File: config.mk
export PLATFORM = sky130hd
export DESIGN_NAME = qie_out_stage
export DESIGN_NICKNAME = d
export VERILOG_FILES = /design/src/hdl/qie_pkg.sv /design/src/hdl/qie_out_stage.sv /design/src/hdl/qie_step_tracker.sv
export SDC_FILE = /design/constraint.sdc
export NUM_CORES = 1
export LEC_CHECK = 0
export BUFFER_PORTS_ARGS = -buffer_cell sky130_fd_sc_hd__buf_2
export CAP_MARGIN = 15
export CORE_MARGIN = 2
export CORE_UTILIZATION = 50
export CTS_CLUSTER_SIZE = 12
export DETAILED_ROUTE_END_ITERATION = 8
export PLACE_DENSITY_LB_ADDON = 0.12
export SETUP_SLACK_MARGIN = 0.15
export SLEW_MARGIN = 20
export SYNTH_ARGS = -nofsm -noshare
export SYNTH_HDL_FRONTEND = slang
export SYNTH_HIERARCHICAL = 1
export SYNTH_SLANG_ARGS = --single-unit
File: constraint.sdc
create_clock -name i_clk -period 12.6 [get_ports i_clk]
set_input_delay 0.63 -clock i_clk [delete_from_list [all_inputs] [get_ports i_clk]]
set_output_delay 0.63 -clock i_clk [all_outputs]
set_load 0.01 [all_outputs]
File: src/hdl/qie_pkg.sv
// Constants and types shared by the quadrature and index output stage
package qie_pkg;

  // Interpolation geometry of one magnetic pole pair
  localparam int unsigned STEPS_PER_PP = 160;
  localparam int unsigned QUAD_CYCLES_PER_PP = 40;
  localparam int unsigned STEPS_PER_QUAD = STEPS_PER_PP / QUAD_CYCLES_PER_PP;
  localparam int unsigned STEP_W = 8;
  localparam logic [7:0] STEP_LAST = 8'h9f;
  localparam logic [7:0] INDEX_STEP = 8'h00;

  // Fine input position: four sub-steps per step, 640 per pole pair
  localparam int unsigned SUB_PER_STEP = 4;
  localparam int unsigned FINE_W = 10;
  localparam logic [10:0] FINE_PER_PP = 11'h280;
  localparam logic [10:0] FINE_HALF_PP = 11'h140;

  // Hysteresis in sub-steps: one full step, inside the 1 to 2 step band
  localparam logic [10:0] HYST_SUB = 11'h004;
  localparam logic [10:0] STEP_SUB = 11'h004;

  // Clock and timing
  localparam int unsigned CLK_PERIOD_NS = 25;
  localparam int unsigned POWER_UP_LOCK_TIME_US = 500;
  localparam int unsigned POWER_UP_LOCK_CYCLES = (POWER_UP_LOCK_TIME_US * 1000) / CLK_PERIOD_NS;
  localparam int unsigned PROP_TIME_US = 20;
  localparam int unsigned PROP_CYCLES = (PROP_TIME_US * 1000) / CLK_PERIOD_NS;
  localparam int unsigned PWRUP_CNT_W = 15;
  localparam int unsigned PROP_CNT_W = 10;

  // Channel phase pattern indexed by step modulo 4, bit 1 is channel one
  localparam logic [1:0] QUAD_PH0 = 2'h3;
  localparam logic [1:0] QUAD_PH1 = 2'h1;
  localparam logic [1:0] QUAD_PH2 = 2'h0;
  localparam logic [1:0] QUAD_PH3 = 2'h2;

  // Pin bundle: channel one, channel two and index
  localparam int unsigned NUM_PINS = 3;
  typedef struct packed {
    logic idx;
    logic chan_b;
    logic chan_a;
  } qie_pins_t;

  // Front-end status from the analog path
  typedef struct packed {
    logic amp_valid;
    logic locked;
    logic field_low;
  } qie_status_t;

  typedef enum logic [1:0] {
    ST_DISABLED = 2'b00,
    ST_RUN = 2'b01,
    ST_FIELD_LOW = 2'b10
  } qie_state_t;

endpackage : qie_pkg

File: src/hdl/qie_out_stage.sv
// Quadrature channel and index output stage of the incremental position sensor
`timescale 1ns/10ps
module qie_out_stage #(
  parameter int unsigned PWRUP_CYCLES = qie_pkg::POWER_UP_LOCK_CYCLES
) (
  input wire logic i_clk,
  input wire logic i_nrst,
  input wire logic [9:0] i_fine_pos,
  input wire qie_pkg::qie_status_t i_status,
  input wire logic i_open_drain,
  output qie_pkg::qie_pins_t o_pin_level,
  output qie_pkg::qie_pins_t o_pin_oe_n,
  output logic o_enabled,
  output logic o_lock_timeout,
  output logic o_lag_error,
  output logic [7:0] o_step
);

  // Counter terminal values, cut to the counter widths on purpose
  localparam logic [14:0] PWRUP_LAST = 15'(PWRUP_CYCLES - 1);
  localparam logic [9:0] PROP_LAST = 10'(qie_pkg::PROP_CYCLES - 1);

  qie_pkg::qie_state_t state;
  qie_pkg::qie_state_t next_state;
  logic [14:0] pwrup_cnt;
  logic [14:0] next_pwrup_cnt;
  logic pwrup_expired;
  logic lock_ok;
  logic weak_field;
  logic [9:0] lag_cnt;
  logic [9:0] next_lag_cnt;
  logic lag_limit;
  logic next_lag_error;
  logic [7:0] step;
  logic settled;
  logic load_step;
  logic [1:0] quad_phase;
  logic [1:0] quad_ab;
  logic at_index;
  qie_pkg::qie_pins_t run_level;
  qie_pkg::qie_pins_t next_level;
  qie_pkg::qie_pins_t next_oe_n;
  qie_pkg::qie_pins_t level;
  logic drive_on;

  // Front-end qualifiers
  assign lock_ok = i_status.amp_valid && i_status.locked;
  assign weak_field = i_status.field_low || !i_status.amp_valid;

  // Output state machine: no pin is driven before the interpolator locks
  // Field loss never releases the pins again, since pulled-up wires would read as a false index
  always_comb
  begin
    next_state = state;
    unique case (state)
      qie_pkg::ST_DISABLED:
        if (lock_ok)
          next_state = qie_pkg::ST_RUN;
      qie_pkg::ST_RUN:
        if (weak_field)
          next_state = qie_pkg::ST_FIELD_LOW;
      qie_pkg::ST_FIELD_LOW:
        if (!weak_field && i_status.locked)
          next_state = qie_pkg::ST_RUN;
      default:
        next_state = qie_pkg::ST_DISABLED;
    endcase
  end

  always_ff @(posedge i_clk or negedge i_nrst)
  begin
    if (!i_nrst)
      state <= qie_pkg::ST_DISABLED;
    else
      state <= next_state;
  end

  // Power-up watchdog: flags a front end that has not locked in time
  // It only flags; enabling still waits for a real lock so no pin shows a false position
  assign pwrup_expired = pwrup_cnt == PWRUP_LAST;
  assign next_pwrup_cnt = (state != qie_pkg::ST_DISABLED || pwrup_expired) ? pwrup_cnt
                                                                           : pwrup_cnt + 15'h0001;

  always_ff @(posedge i_clk or negedge i_nrst)
  begin
    if (!i_nrst)
    begin
      pwrup_cnt <= 15'h0000;
      o_lock_timeout <= 1'b0;
    end
    else
    begin
      pwrup_cnt <= next_pwrup_cnt;
      o_lock_timeout <= pwrup_expired && state == qie_pkg::ST_DISABLED;
    end
  end

  // Step is reloaded from the input while disabled, so enabling causes no run of edges
  assign load_step = state == qie_pkg::ST_DISABLED;

  // The tracker walks one step per clock, so input jumps still give clean quadrature edges
  qie_step_tracker u_tracker (
    .i_clk(i_clk),
    .i_nrst(i_nrst),
    .i_fine_pos(i_fine_pos),
    .i_load(load_step),
    .o_step(step),
    .o_settled(settled)
  );

  // Lag watchdog: tracker moves one step a clock, far faster than the magnet
  // Limitation: a jump of more than half a pole pair is followed the short way round
  assign lag_limit = lag_cnt == PROP_LAST;
  assign next_lag_cnt = (settled || load_step) ? 10'h000 : lag_limit ? lag_cnt : lag_cnt + 10'h001;
  assign next_lag_error = lag_limit && !settled && !load_step;

  always_ff @(posedge i_clk or negedge i_nrst)
  begin
    if (!i_nrst)
    begin
      lag_cnt <= 10'h000;
      o_lag_error <= 1'b0;
    end
    else
    begin
      lag_cnt <= next_lag_cnt;
      o_lag_error <= next_lag_error;
    end
  end

  // Step modulo 4 gives 40 Gray cycles in 160 steps
  assign quad_phase = step[1:0];

  // Forward: 11, 01, 00, 10; channel one changes first, one bit per step
  // A downstream counter takes the direction from whichever channel moves first
  assign quad_ab = (quad_phase == 2'h0) ? qie_pkg::QUAD_PH0 :
                   (quad_phase == 2'h1) ? qie_pkg::QUAD_PH1 :
                   (quad_phase == 2'h2) ? qie_pkg::QUAD_PH2 : qie_pkg::QUAD_PH3;

  // Index only on the reference step, dropping one step either way
  // Step 0 is the only index step, so one pulse comes per 40 quadrature cycles
  assign at_index = step == qie_pkg::INDEX_STEP;

  // Running pattern; reference step falls on phase 0 so both channels read high
  assign run_level.chan_a = quad_ab[1];
  assign run_level.chan_b = quad_ab[0];
  assign run_level.idx = at_index;

  // Weak field overrides with a pattern that cannot occur while running
  always_comb
  begin
    next_level = '0;
    unique case (state)
      qie_pkg::ST_RUN:
        next_level = run_level;
      qie_pkg::ST_FIELD_LOW:
      begin
        next_level.idx = 1'b1;
        next_level.chan_a = 1'b0;
        next_level.chan_b = 1'b0;
      end
      default:
        next_level = '0;
    endcase
  end

  // Pins are released entirely until the first lock
  assign drive_on = state != qie_pkg::ST_DISABLED;

  // Per-pin driver: push-pull drives both levels, open-drain only pulls low
  // Open-drain releases a high pin instead of driving it, so the external pull-up sets the level
  genvar gi;
  generate
    for (gi = 0; gi < qie_pkg::NUM_PINS; gi = gi + 1)
    begin : g_pin
      assign next_oe_n[gi] = !drive_on || (i_open_drain && next_level[gi]);
    end
  endgenerate

  // Output registers; one clock of latency, well inside the propagation budget
  // Level and enable share one register stage, so every pin changes on a single edge
  always_ff @(posedge i_clk or negedge i_nrst)
  begin
    if (!i_nrst)
    begin
      level <= '0;
      o_pin_oe_n <= '1;
    end
    else
    begin
      level <= next_level;
      o_pin_oe_n <= next_oe_n;
    end
  end

  // Open-drain pins only ever drive a low level
  generate
    for (gi = 0; gi < qie_pkg::NUM_PINS; gi = gi + 1)
    begin : g_lvl
      assign o_pin_level[gi] = level[gi] && !i_open_drain;
    end
  endgenerate

  // Status outputs
  // Enabled also covers open-drain with every pin released high at the index step
  assign o_enabled = !o_pin_oe_n.chan_a || !o_pin_oe_n.chan_b || !o_pin_oe_n.idx || (level != '0);
  assign o_step = step;

endmodule : qie_out_stage

File: src/hdl/qie_step_tracker.sv
// Step tracker with hysteresis between the fine position and the output step
`timescale 1ns/10ps
module qie_step_tracker (
  input wire logic i_clk,
  input wire logic i_nrst,
  input wire logic [9:0] i_fine_pos,
  input wire logic i_load,
  output logic [7:0] o_step,
  output logic o_settled
);

  logic [10:0] target;
  logic [10:0] diff_raw;
  logic [10:0] diff_pos;
  logic signed [10:0] diff;
  logic step_fwd;
  logic step_bwd;
  logic [7:0] fine_step;
  logic [7:0] step_inc;
  logic [7:0] step_dec;
  logic [7:0] next_step;

  // Lower edge of the current step in sub-steps
  assign target = {1'b0, o_step, 2'b00};

  // Wrapped signed distance from the step edge, -320 to 319 sub-steps
  assign diff_raw = {1'b0, i_fine_pos} - target;
  assign diff_pos = diff_raw[10] ? diff_raw + qie_pkg::FINE_PER_PP : diff_raw;
  assign diff = (diff_pos >= qie_pkg::FINE_HALF_PP) ? $signed(diff_pos - qie_pkg::FINE_PER_PP)
                                                   : $signed(diff_pos);

  // Forward at the next boundary, backward only past the hysteresis band
  assign step_fwd = diff >= $signed(qie_pkg::STEP_SUB);
  assign step_bwd = diff < -$signed(qie_pkg::HYST_SUB);
  assign o_settled = !step_fwd && !step_bwd;

  // Step arithmetic wraps inside the pole pair
  assign fine_step = i_fine_pos[9:2];
  assign step_inc = (o_step == qie_pkg::STEP_LAST) ? 8'h00 : o_step + 8'h01;
  assign step_dec = (o_step == 8'h00) ? qie_pkg::STEP_LAST : o_step - 8'h01;
  // One step a clock keeps the channels moving one edge at a time
  assign next_step = i_load ? fine_step : step_fwd ? step_inc : step_bwd ? step_dec : o_step;

  // Step register
  always_ff @(posedge i_clk or negedge i_nrst)
  begin
    if (!i_nrst)
      o_step <= 8'h00;
    else
      o_step <= next_step;
  end

endmodule : qie_step_tracker

# After elaboration in Yosys (flattened, before gate mapping)
# Cells that the tools add are included.
[classes] div_mod_pow=0 n_reduce_logical=39 add_sub_neg=7 n_eq_ne=11 order_cmp=3 mul=0 shifts=0 bitwise=0 mux=17
[op_table] cell="$mux 8" n=5
[op_table] cell="$mux 11" n=2
[op_table] cell="$mux 10" n=2
[op_table] cell="$add 15x1->15 const B" n=1
[op_table] cell="$eq 15x15->1 const B" n=1
[op_table] cell="$logic_and 1x1->1" n=12
[op_table] cell="$mux 2" n=6
[op_table] cell="$add 11x10->11 const B" n=1
[op_table] cell="$ge 11x4->1 const B" n=1
[op_table] cell="$ge 11x9->1 const B" n=1
[op_table] cell="$logic_not 1->1" n=11
[op_table] cell="$lt 11x3->1 const B" n=1
[op_table] cell="$sub 10x10->11" n=1
[op_table] cell="$sub 11x10->11 const B" n=1
[op_table] cell="$add 10x1->10 const B" n=1
[op_table] cell="$eq 10x10->1 const B" n=1
[op_table] cell="$logic_or 1x1->1" n=9
[op_table] cell="$add 8x1->8 const B" n=1
[op_table] cell="$eq 8x8->1 const B" n=1
[op_table] cell="$logic_not 8->1" n=1
[op_table] cell="$sub 8x1->8 const B" n=1
[op_table] cell="$ne 2x2->1 const B" n=3
[op_table] cell="$pmux 2 s3" n=1
[op_table] cell="$pmux 3 s2" n=1
[op_table] cell="other kinds (7)" n=11
[totals] regBits=43 latch_bits=0 n_memories=0 ram_bits=0 rom_bits=0

# Depth between registers and ports, before layout
[logic_depth] word_depth=11 mapped_depth=22 ltp_nobuf=21

# Hierarchy
# The synthesis kept the hierarchy.
[by_module_without_submodules] module="qie_out_stage" cells_each=160 instances=1 area_each_um2=1714.1
[by_module_without_submodules] module="qie_step_tracker" cells_each=216 instances=1 area_each_um2=1701.6

# Least setup slack after synthesis
# Ideal clock, no wire load.
[synth_timing] path_kind="input to register" startpoint="in i_fine_pos[2]" endpoint="reg lag_cnt[4]" setup_slack_ps=7663 stages=22 required_ps=12506 setup_time_ps=94 t_arrival_ps=4843 cell_sequence="inv_1 -> ha_1 -> inv_1 -> fa_1 -> a211oi_2 -> o21a_2 -> xor2_1 -> inv_2 -> ha_1 -> nor2b_1 -> or2_2 -> ha_1 -> a21oi_1 -> nor3_1 -> a221oi_1 -> a32oi_4 -> mux2i_2 -> buf_6 -> inv_1 -> or2_2 -> clkbuf_1 -> a211oi_1"
[synth_between] elab_chain_len=10 word_cells_on_any_way=14
[synth_rtl] item="start, declared" line_no="qie_out_stage.sv:8" text="input wire logic [9:0] i_fine_pos,"
[synth_rtl] item="$sub 10x10->11 *" line_no="qie_step_tracker.sv:27" text="assign diff_raw = {1'b0, i_fine_pos} - target;"
[synth_rtl] item="$add 11x10->11" line_no="qie_step_tracker.sv:28" text="assign diff_pos = diff_raw[10] ? diff_raw + qie_pkg::FINE_PER_PP : diff_raw;"
[synth_rtl] item="$mux 11 *" line_no="qie_step_tracker.sv:28"
[synth_rtl] item="$sub 11x10->11 or $ge 11x9->1 (tied branches)" line_no="qie_step_tracker.sv:29" text="assign diff = (diff_pos >= qie_pkg::FINE_HALF_PP) ? $signed(diff_pos - qie_pkg::FINE_PER_PP)"
[synth_rtl] item="$mux 11 *" line_no="qie_step_tracker.sv:29"
[synth_rtl] item="$ge 11x4->1 or $lt 11x3->1 (tied branches)" line_no="qie_step_tracker.sv:33, qie_step_tracker.sv:34"
[synth_rtl] item="$logic_not 1->1" line_no="qie_step_tracker.sv:35" text="assign o_settled = !step_fwd && !step_bwd;"
[synth_rtl] item="$logic_and 1x1->1 *" line_no="qie_step_tracker.sv:35"
[synth_rtl] item="net settled" line_no="qie_out_stage.sv:35" text="logic settled;"
[synth_rtl] item="$logic_or 1x1->1 *" line_no="qie_out_stage.sv:114" text="assign next_lag_cnt = (settled || load_step) ? 10'h000 : lag_limit ? lag_cnt : lag_cnt + 10'h001;"
[synth_rtl] item="$ne 2x1->1 (no line) or $mux 10 (tied branches)"
[synth_rtl] item="end signal, assigned" line_no="qie_out_stage.sv:126" text="lag_cnt <= next_lag_cnt;"
[synth_rtl] item="end, declared" line_no="qie_out_stage.sv:30" text="logic [9:0] lag_cnt;"
# Mark *: on every way through the listed nets, which the timed path passes. The rest lies on a longest branch.
# A chain may end at the register's enable or synchronous reset.

# Worst setup path after layout
[layout_timing] startpoint="reg u_tracker.o_step[0]" endpoint="reg lag_cnt[4]"
[layout_between] elab_chain_len=10 word_cells_on_any_way=14
[layout_rtl] item="start, declared" line_no="qie_step_tracker.sv:8" text="output logic [7:0] o_step,"
[layout_rtl] item="start signal, assigned" line_no="qie_step_tracker.sv:50" text="o_step <= next_step;"
[layout_rtl] item="$sub 10x10->11 *" line_no="qie_step_tracker.sv:27"
[layout_rtl] item="$add 11x10->11" line_no="qie_step_tracker.sv:28"
[layout_rtl] item="$mux 11 *" line_no="qie_step_tracker.sv:28"
[layout_rtl] item="$sub 11x10->11 or $ge 11x9->1 (tied branches)" line_no="qie_step_tracker.sv:29"
[layout_rtl] item="$mux 11 *" line_no="qie_step_tracker.sv:29"
[layout_rtl] item="$ge 11x4->1 or $lt 11x3->1 (tied branches)" line_no="qie_step_tracker.sv:33, qie_step_tracker.sv:34"
[layout_rtl] item="$logic_not 1->1" line_no="qie_step_tracker.sv:35"
[layout_rtl] item="$logic_and 1x1->1 *" line_no="qie_step_tracker.sv:35"
[layout_rtl] item="net settled" line_no="qie_out_stage.sv:35"
[layout_rtl] item="$logic_or 1x1->1 *" line_no="qie_out_stage.sv:114"
[layout_rtl] item="$ne 2x1->1 (no line) or $mux 10 (tied branches)"
# Marks and branches as above.

==> report_table.html <==
<table>
<tr><th>Metric</th><th>Value</th></tr>
<tr><th colspan="2">Yosys</th></tr>
<tr><td>Post-synthesis async set-or-reset flop share</td><td>between 90% and 100%</td></tr>
<tr><td>Avg Synthesized Cell Area</td><td>9.08 um2</td></tr>
<tr><td>Xor/xnor cell area share of the yosys netlist</td><td>approximately 8.1%</td></tr>
<tr><td>Number of warnings reported in the yosys synthesis log</td><td>6</td></tr>
<tr><td>Cells after synthesis</td><td>376</td></tr>
<tr><td>Post-synthesis net count</td><td>~420</td></tr>
<tr><td>Most common library cells after synthesis</td><td>40 x dfrtp_1, 37 x nor2_1, 31 x nand2_1, 24 x ha_1, 20 x inv_1</td></tr>
<tr><td>Count of cell types in the netlist</td><td>78</td></tr>
<tr><td>Compound-Gate Fraction of Synth Area</td><td>roughly a fifth</td></tr>
<tr><td>Register bit total from synthesis</td><td>43</td></tr>
<tr><td>Dominant combinational cell family by area after synthesis</td><td>simple AND/OR/NAND/NOR gates</td></tr>
<tr><td>Post-synth design cell area</td><td>3420 um2</td></tr>
<tr><td>Ys flop type</td><td>dfrtp_1</td></tr>
<tr><td>Most frequent cell after synthesis</td><td>dfrtp_1</td></tr>
<tr><td>Adder-cell area share of the yosys netlist</td><td>under 10%</td></tr>
<tr><td>Number of flops mapped to enable cells by yosys</td><td>0</td></tr>
<tr><td>Post-synth top area share</td><td>around 29%</td></tr>
<tr><td>Sequential element share of the synthesized area</td><td>31.6%</td></tr>
<tr><td>Dominant cells by area after synthesis</td><td>dfrtp_1 29%, ha_1 8.8%, xnor2_1 4.1%</td></tr>
<tr><td>Mux cell area share after synthesis</td><td>2.60%</td></tr>
<tr><td>Simple-gate area share of the yosys netlist</td><td>24.1%</td></tr>
<tr><td>Most area-hungry cell type in the Yosys netlist</td><td>dfrtp_1</td></tr>
<tr><th colspan="2">Global route</th></tr>
<tr><td>Largest net degree at the start of global routing</td><td>between 40 and 50</td></tr>
<tr><td>Number of global-route vias before repair</td><td>2706</td></tr>
<tr><td>Number of antenna violations at the first check in global routing</td><td>0</td></tr>
<tr><td>GRT Residual Overflow</td><td>0</td></tr>
<tr><td>Wire length of the first global-routing pass</td><td>approximately 12 mm</td></tr>
<tr><td>Total track usage</td><td>slightly above 20%</td></tr>
<tr><th colspan="2">Timing</th></tr>
<tr><td>Setup-violating endpoint count in the final report</td><td>0</td></tr>
<tr><td>Final max-slew violation count</td><td>0</td></tr>
<tr><td>Fmax</td><td>180 MHz</td></tr>
<tr><td>Slew @ Worst Pin</td><td>~0.93 ns</td></tr>
<tr><td>Headroom to the max-slew limit</td><td>37.9%</td></tr>
<tr><td>Final hold violation count</td><td>0</td></tr>
<tr><td>Unrepaired setup endpoints after global routing</td><td>false</td></tr>
<tr><td>Worst Setup Slack, final</td><td>7.03 ns</td></tr>
<tr><td>Share of the clock period used by the worst path</td><td>44.2%</td></tr>
<tr><td>Shortest clock period the worst path allows after layout</td><td>5.57 ns</td></tr>
<tr><td>Post-Route Hold Slack</td><td>0.465 ns</td></tr>
<tr><td>Final-layout setup total negative slack</td><td>0 ns</td></tr>
<tr><td>Final Skew</td><td>between 0.005 and 0.006 ns</td></tr>
<tr><th colspan="2">Clock network</th></tr>
<tr><td>Clock tree from TritonCTS</td><td>done</td></tr>
<tr><td>Clock network latency to the later pin of the worst-skew pair</td><td>0.29 ns</td></tr>
<tr><td>Clk buf depth</td><td>2</td></tr>
<tr><td>Clock buffer count from CTS</td><td>5</td></tr>
<tr><td>H-tree depth</td><td>2</td></tr>
<tr><td>Clock tree root driver cell</td><td>clkbuf_8</td></tr>
<tr><td>Clock Pin Slew Worst Setup and Hold Paths</td><td>~0.080 ns</td></tr>
<tr><td>Clock tree sinks</td><td>43</td></tr>
<tr><td>Number of setup buffers added after CTS</td><td>0</td></tr>
<tr><td>Number of instances resized during post-cts repair</td><td>0</td></tr>
<tr><td>Number of hold-repair buffers added at the cts stage</td><td>0</td></tr>
<tr><th colspan="2">Min path</th></tr>
<tr><td>Classification of the worst-slack hold path</td><td>in -&gt; async</td></tr>
<tr><th colspan="2">Setup path</th></tr>
<tr><td>Class of the most critical setup path</td><td>reg -&gt; reg</td></tr>
<tr><td>CP required</td><td>12.80 ns</td></tr>
<tr><td>Largest driver fanout on the critical path</td><td>11</td></tr>
<tr><td>Setup crit start kind</td><td>flip-flop</td></tr>
<tr><td>Kind of end point of the critical path</td><td>flip-flop</td></tr>
<tr><td>Arrival time at the worst endpoint</td><td>roughly 5.8 ns</td></tr>
<tr><th colspan="2">Route</th></tr>
<tr><td>Post-route DRC</td><td>0</td></tr>
<tr><td>Iteration count of the initial detailed-routing pass</td><td>4</td></tr>
<tr><td>Detailed Route Iter0 Violations</td><td>around 140</td></tr>
<tr><td>DR vias</td><td>2927</td></tr>
<tr><td>Total length of routed wires</td><td>between 7 and 8 mm</td></tr>
<tr><td>Average via count per standard cell</td><td>6.00</td></tr>
<tr><td>Average routed wire per standard cell</td><td>15.1 um</td></tr>
<tr><td>Residual antenna-violating net count after detailed routing</td><td>0</td></tr>
<tr><th colspan="2">Floorplan</th></tr>
<tr><td>Site row count</td><td>30</td></tr>
<tr><td>Die H</td><td>just under 90 um</td></tr>
<tr><td>Die outline width</td><td>86.7 um</td></tr>
<tr><td>I/O pins</td><td>33</td></tr>
<tr><td>Total core area</td><td>6720 um2</td></tr>
<tr><td>Die Footprint</td><td>7510 um2</td></tr>
<tr><td>Starting Density</td><td>approximately half</td></tr>
<tr><th colspan="2">Status</th></tr>
<tr><td>Run status</td><td>complete, no violations</td></tr>
<tr><th colspan="2">Placed design</th></tr>
<tr><td>Number of buffers added on ports</td><td>32</td></tr>
<tr><td>Final weighted congestion in routability-driven placement</td><td>0.916</td></tr>
<tr><td>Pre-CTS setup slack</td><td>between 6 and 7 ns</td></tr>
<tr><td>DP Wirelength</td><td>5.62 mm</td></tr>
<tr><th colspan="2">Layout</th></tr>
<tr><td>Area growth syn-to-layout</td><td>9.85%</td></tr>
<tr><td>Inserted Diodes</td><td>0</td></tr>
<tr><td>Final net count</td><td>448</td></tr>
<tr><td>Layout cell share with drive strength beyond 1</td><td>~16%</td></tr>
<tr><th colspan="2">Job</th></tr>
<tr><td>Max_cap viols</td><td>0</td></tr>
</table>
## placed cells by master, fill, tap and decap left out, types with 3 or more instances in the layout
cell type	n
ha_1	24
xor2_1	9
a21oi_1	10
dfrtp_1	40
mux2i_1	6
clkbuf_8	5
o21ai_0	8
inv_1	20
a211oi_1	3
o21a_1	3
nor2b_1	8
and3_1	7
and4_1	5
a31oi_1	7
nor4b_1	3
xnor2_1	16
nand4_1	9
o221ai_1	3
nand2b_1	5
o31ai_1	3
nand2_1	31
a21o_1	6
nor4_1	4
o311ai_1	4
dfstp_2	3
nor2_1	37
nor3_1	17
nand3_1	15
buf_2	32
## metrics by stage
stage	instance area (um2)	instances	util, %
2_1_floorplan	3420	376	-
5_1_grt	3750	488	55.8
6_report	3750	488	55.8
4_1_cts	3750	488	55.8
3_3_place_gp	3640	480	54.2
3_5_place_dp	3640	480	54.2
## per-layer routing
| layer | track usage [%] | share of wire, % | up-vias |
|---|---|---|---|
| met5 | 0 | 0 | - |
| met4 | 6.25 | 1.4 | 0 |
| met3 | 3.14 | 3.8 | 11 |
| met2 | 33.4 | 47 | 67 |
| met1 | 28.0 | 48 | 1395 |
| li1 | - | - | 1454 |
## path summary, 6_finish.rpt
kind	from	to	slack, ns	cells after the start
setup / recovery	u_tracker/o_step[0]$_DFFE_PN0P_	lag_cnt[4]$_DFFE_PN0P_	7.03	19
hold / removal	i_nrst	lag_cnt[2]$_DFFE_PN0P_	0.47	1
setup reg to reg	u_tracker/o_step[0]$_DFFE_PN0P_	lag_cnt[4]$_DFFE_PN0P_	7.03	19
hold reg to reg	pwrup_cnt[14]$_DFFE_PN0N_	pwrup_cnt[14]$_DFFE_PN0N_	0.48	1
max in group asynchronous	i_nrst	level[0]$_DFF_PN0_	11.55	1
min in group i_clk	pwrup_cnt[14]$_DFFE_PN0N_	pwrup_cnt[14]$_DFFE_PN0N_	0.48	1
## registers in the layout, summed over array words and instances (netlist names)
name,flops
pwrup_cnt,15
level,3
lag_cnt,10
o_lock_timeout,1
o_pin_oe_n,3
o_lag_error,1
u_tracker/o_step,8
state,2
## cell families after synthesis
family	Yosys count
AOI/OAI and AO/OA	83
xor gates and xnor gates	28
muxes	8
adders and majority gates	25
buffers and inverters	32
and+or+nand+nor	157
DFF	43
## critical path, cell delays in order (launching register included)
cell	delay (ns)
dfrtp_1	0.60
ha_1	0.22
inv_1	0.05
fa_1	0.40
a211oi_2	0.32
o21a_2	0.22
xor2_1	0.27
inv_2	0.10
ha_1	0.37
nor2b_1	0.16
or2_2	0.31
ha_1	0.20
a21oi_1	0.22
nor3_1	0.08
a221oi_1	0.41
a32oi_4	0.23
mux2i_2	0.53
inv_1	0.14
or2_2	0.39
a211oi_1	0.24
## area by class of cell
type	count	area, um2
sequential	43	1080
clock inverter	3	43.8
tap	80	100
timing repair buffer	33	168
multi-input combinational	301	2200
clock buffer	5	68.8
fill	621	2970
inverter	23	88.8
Power is not shown: default switching activity piles up to over one toggle a cycle in this logic, so the estimate is an artifact.
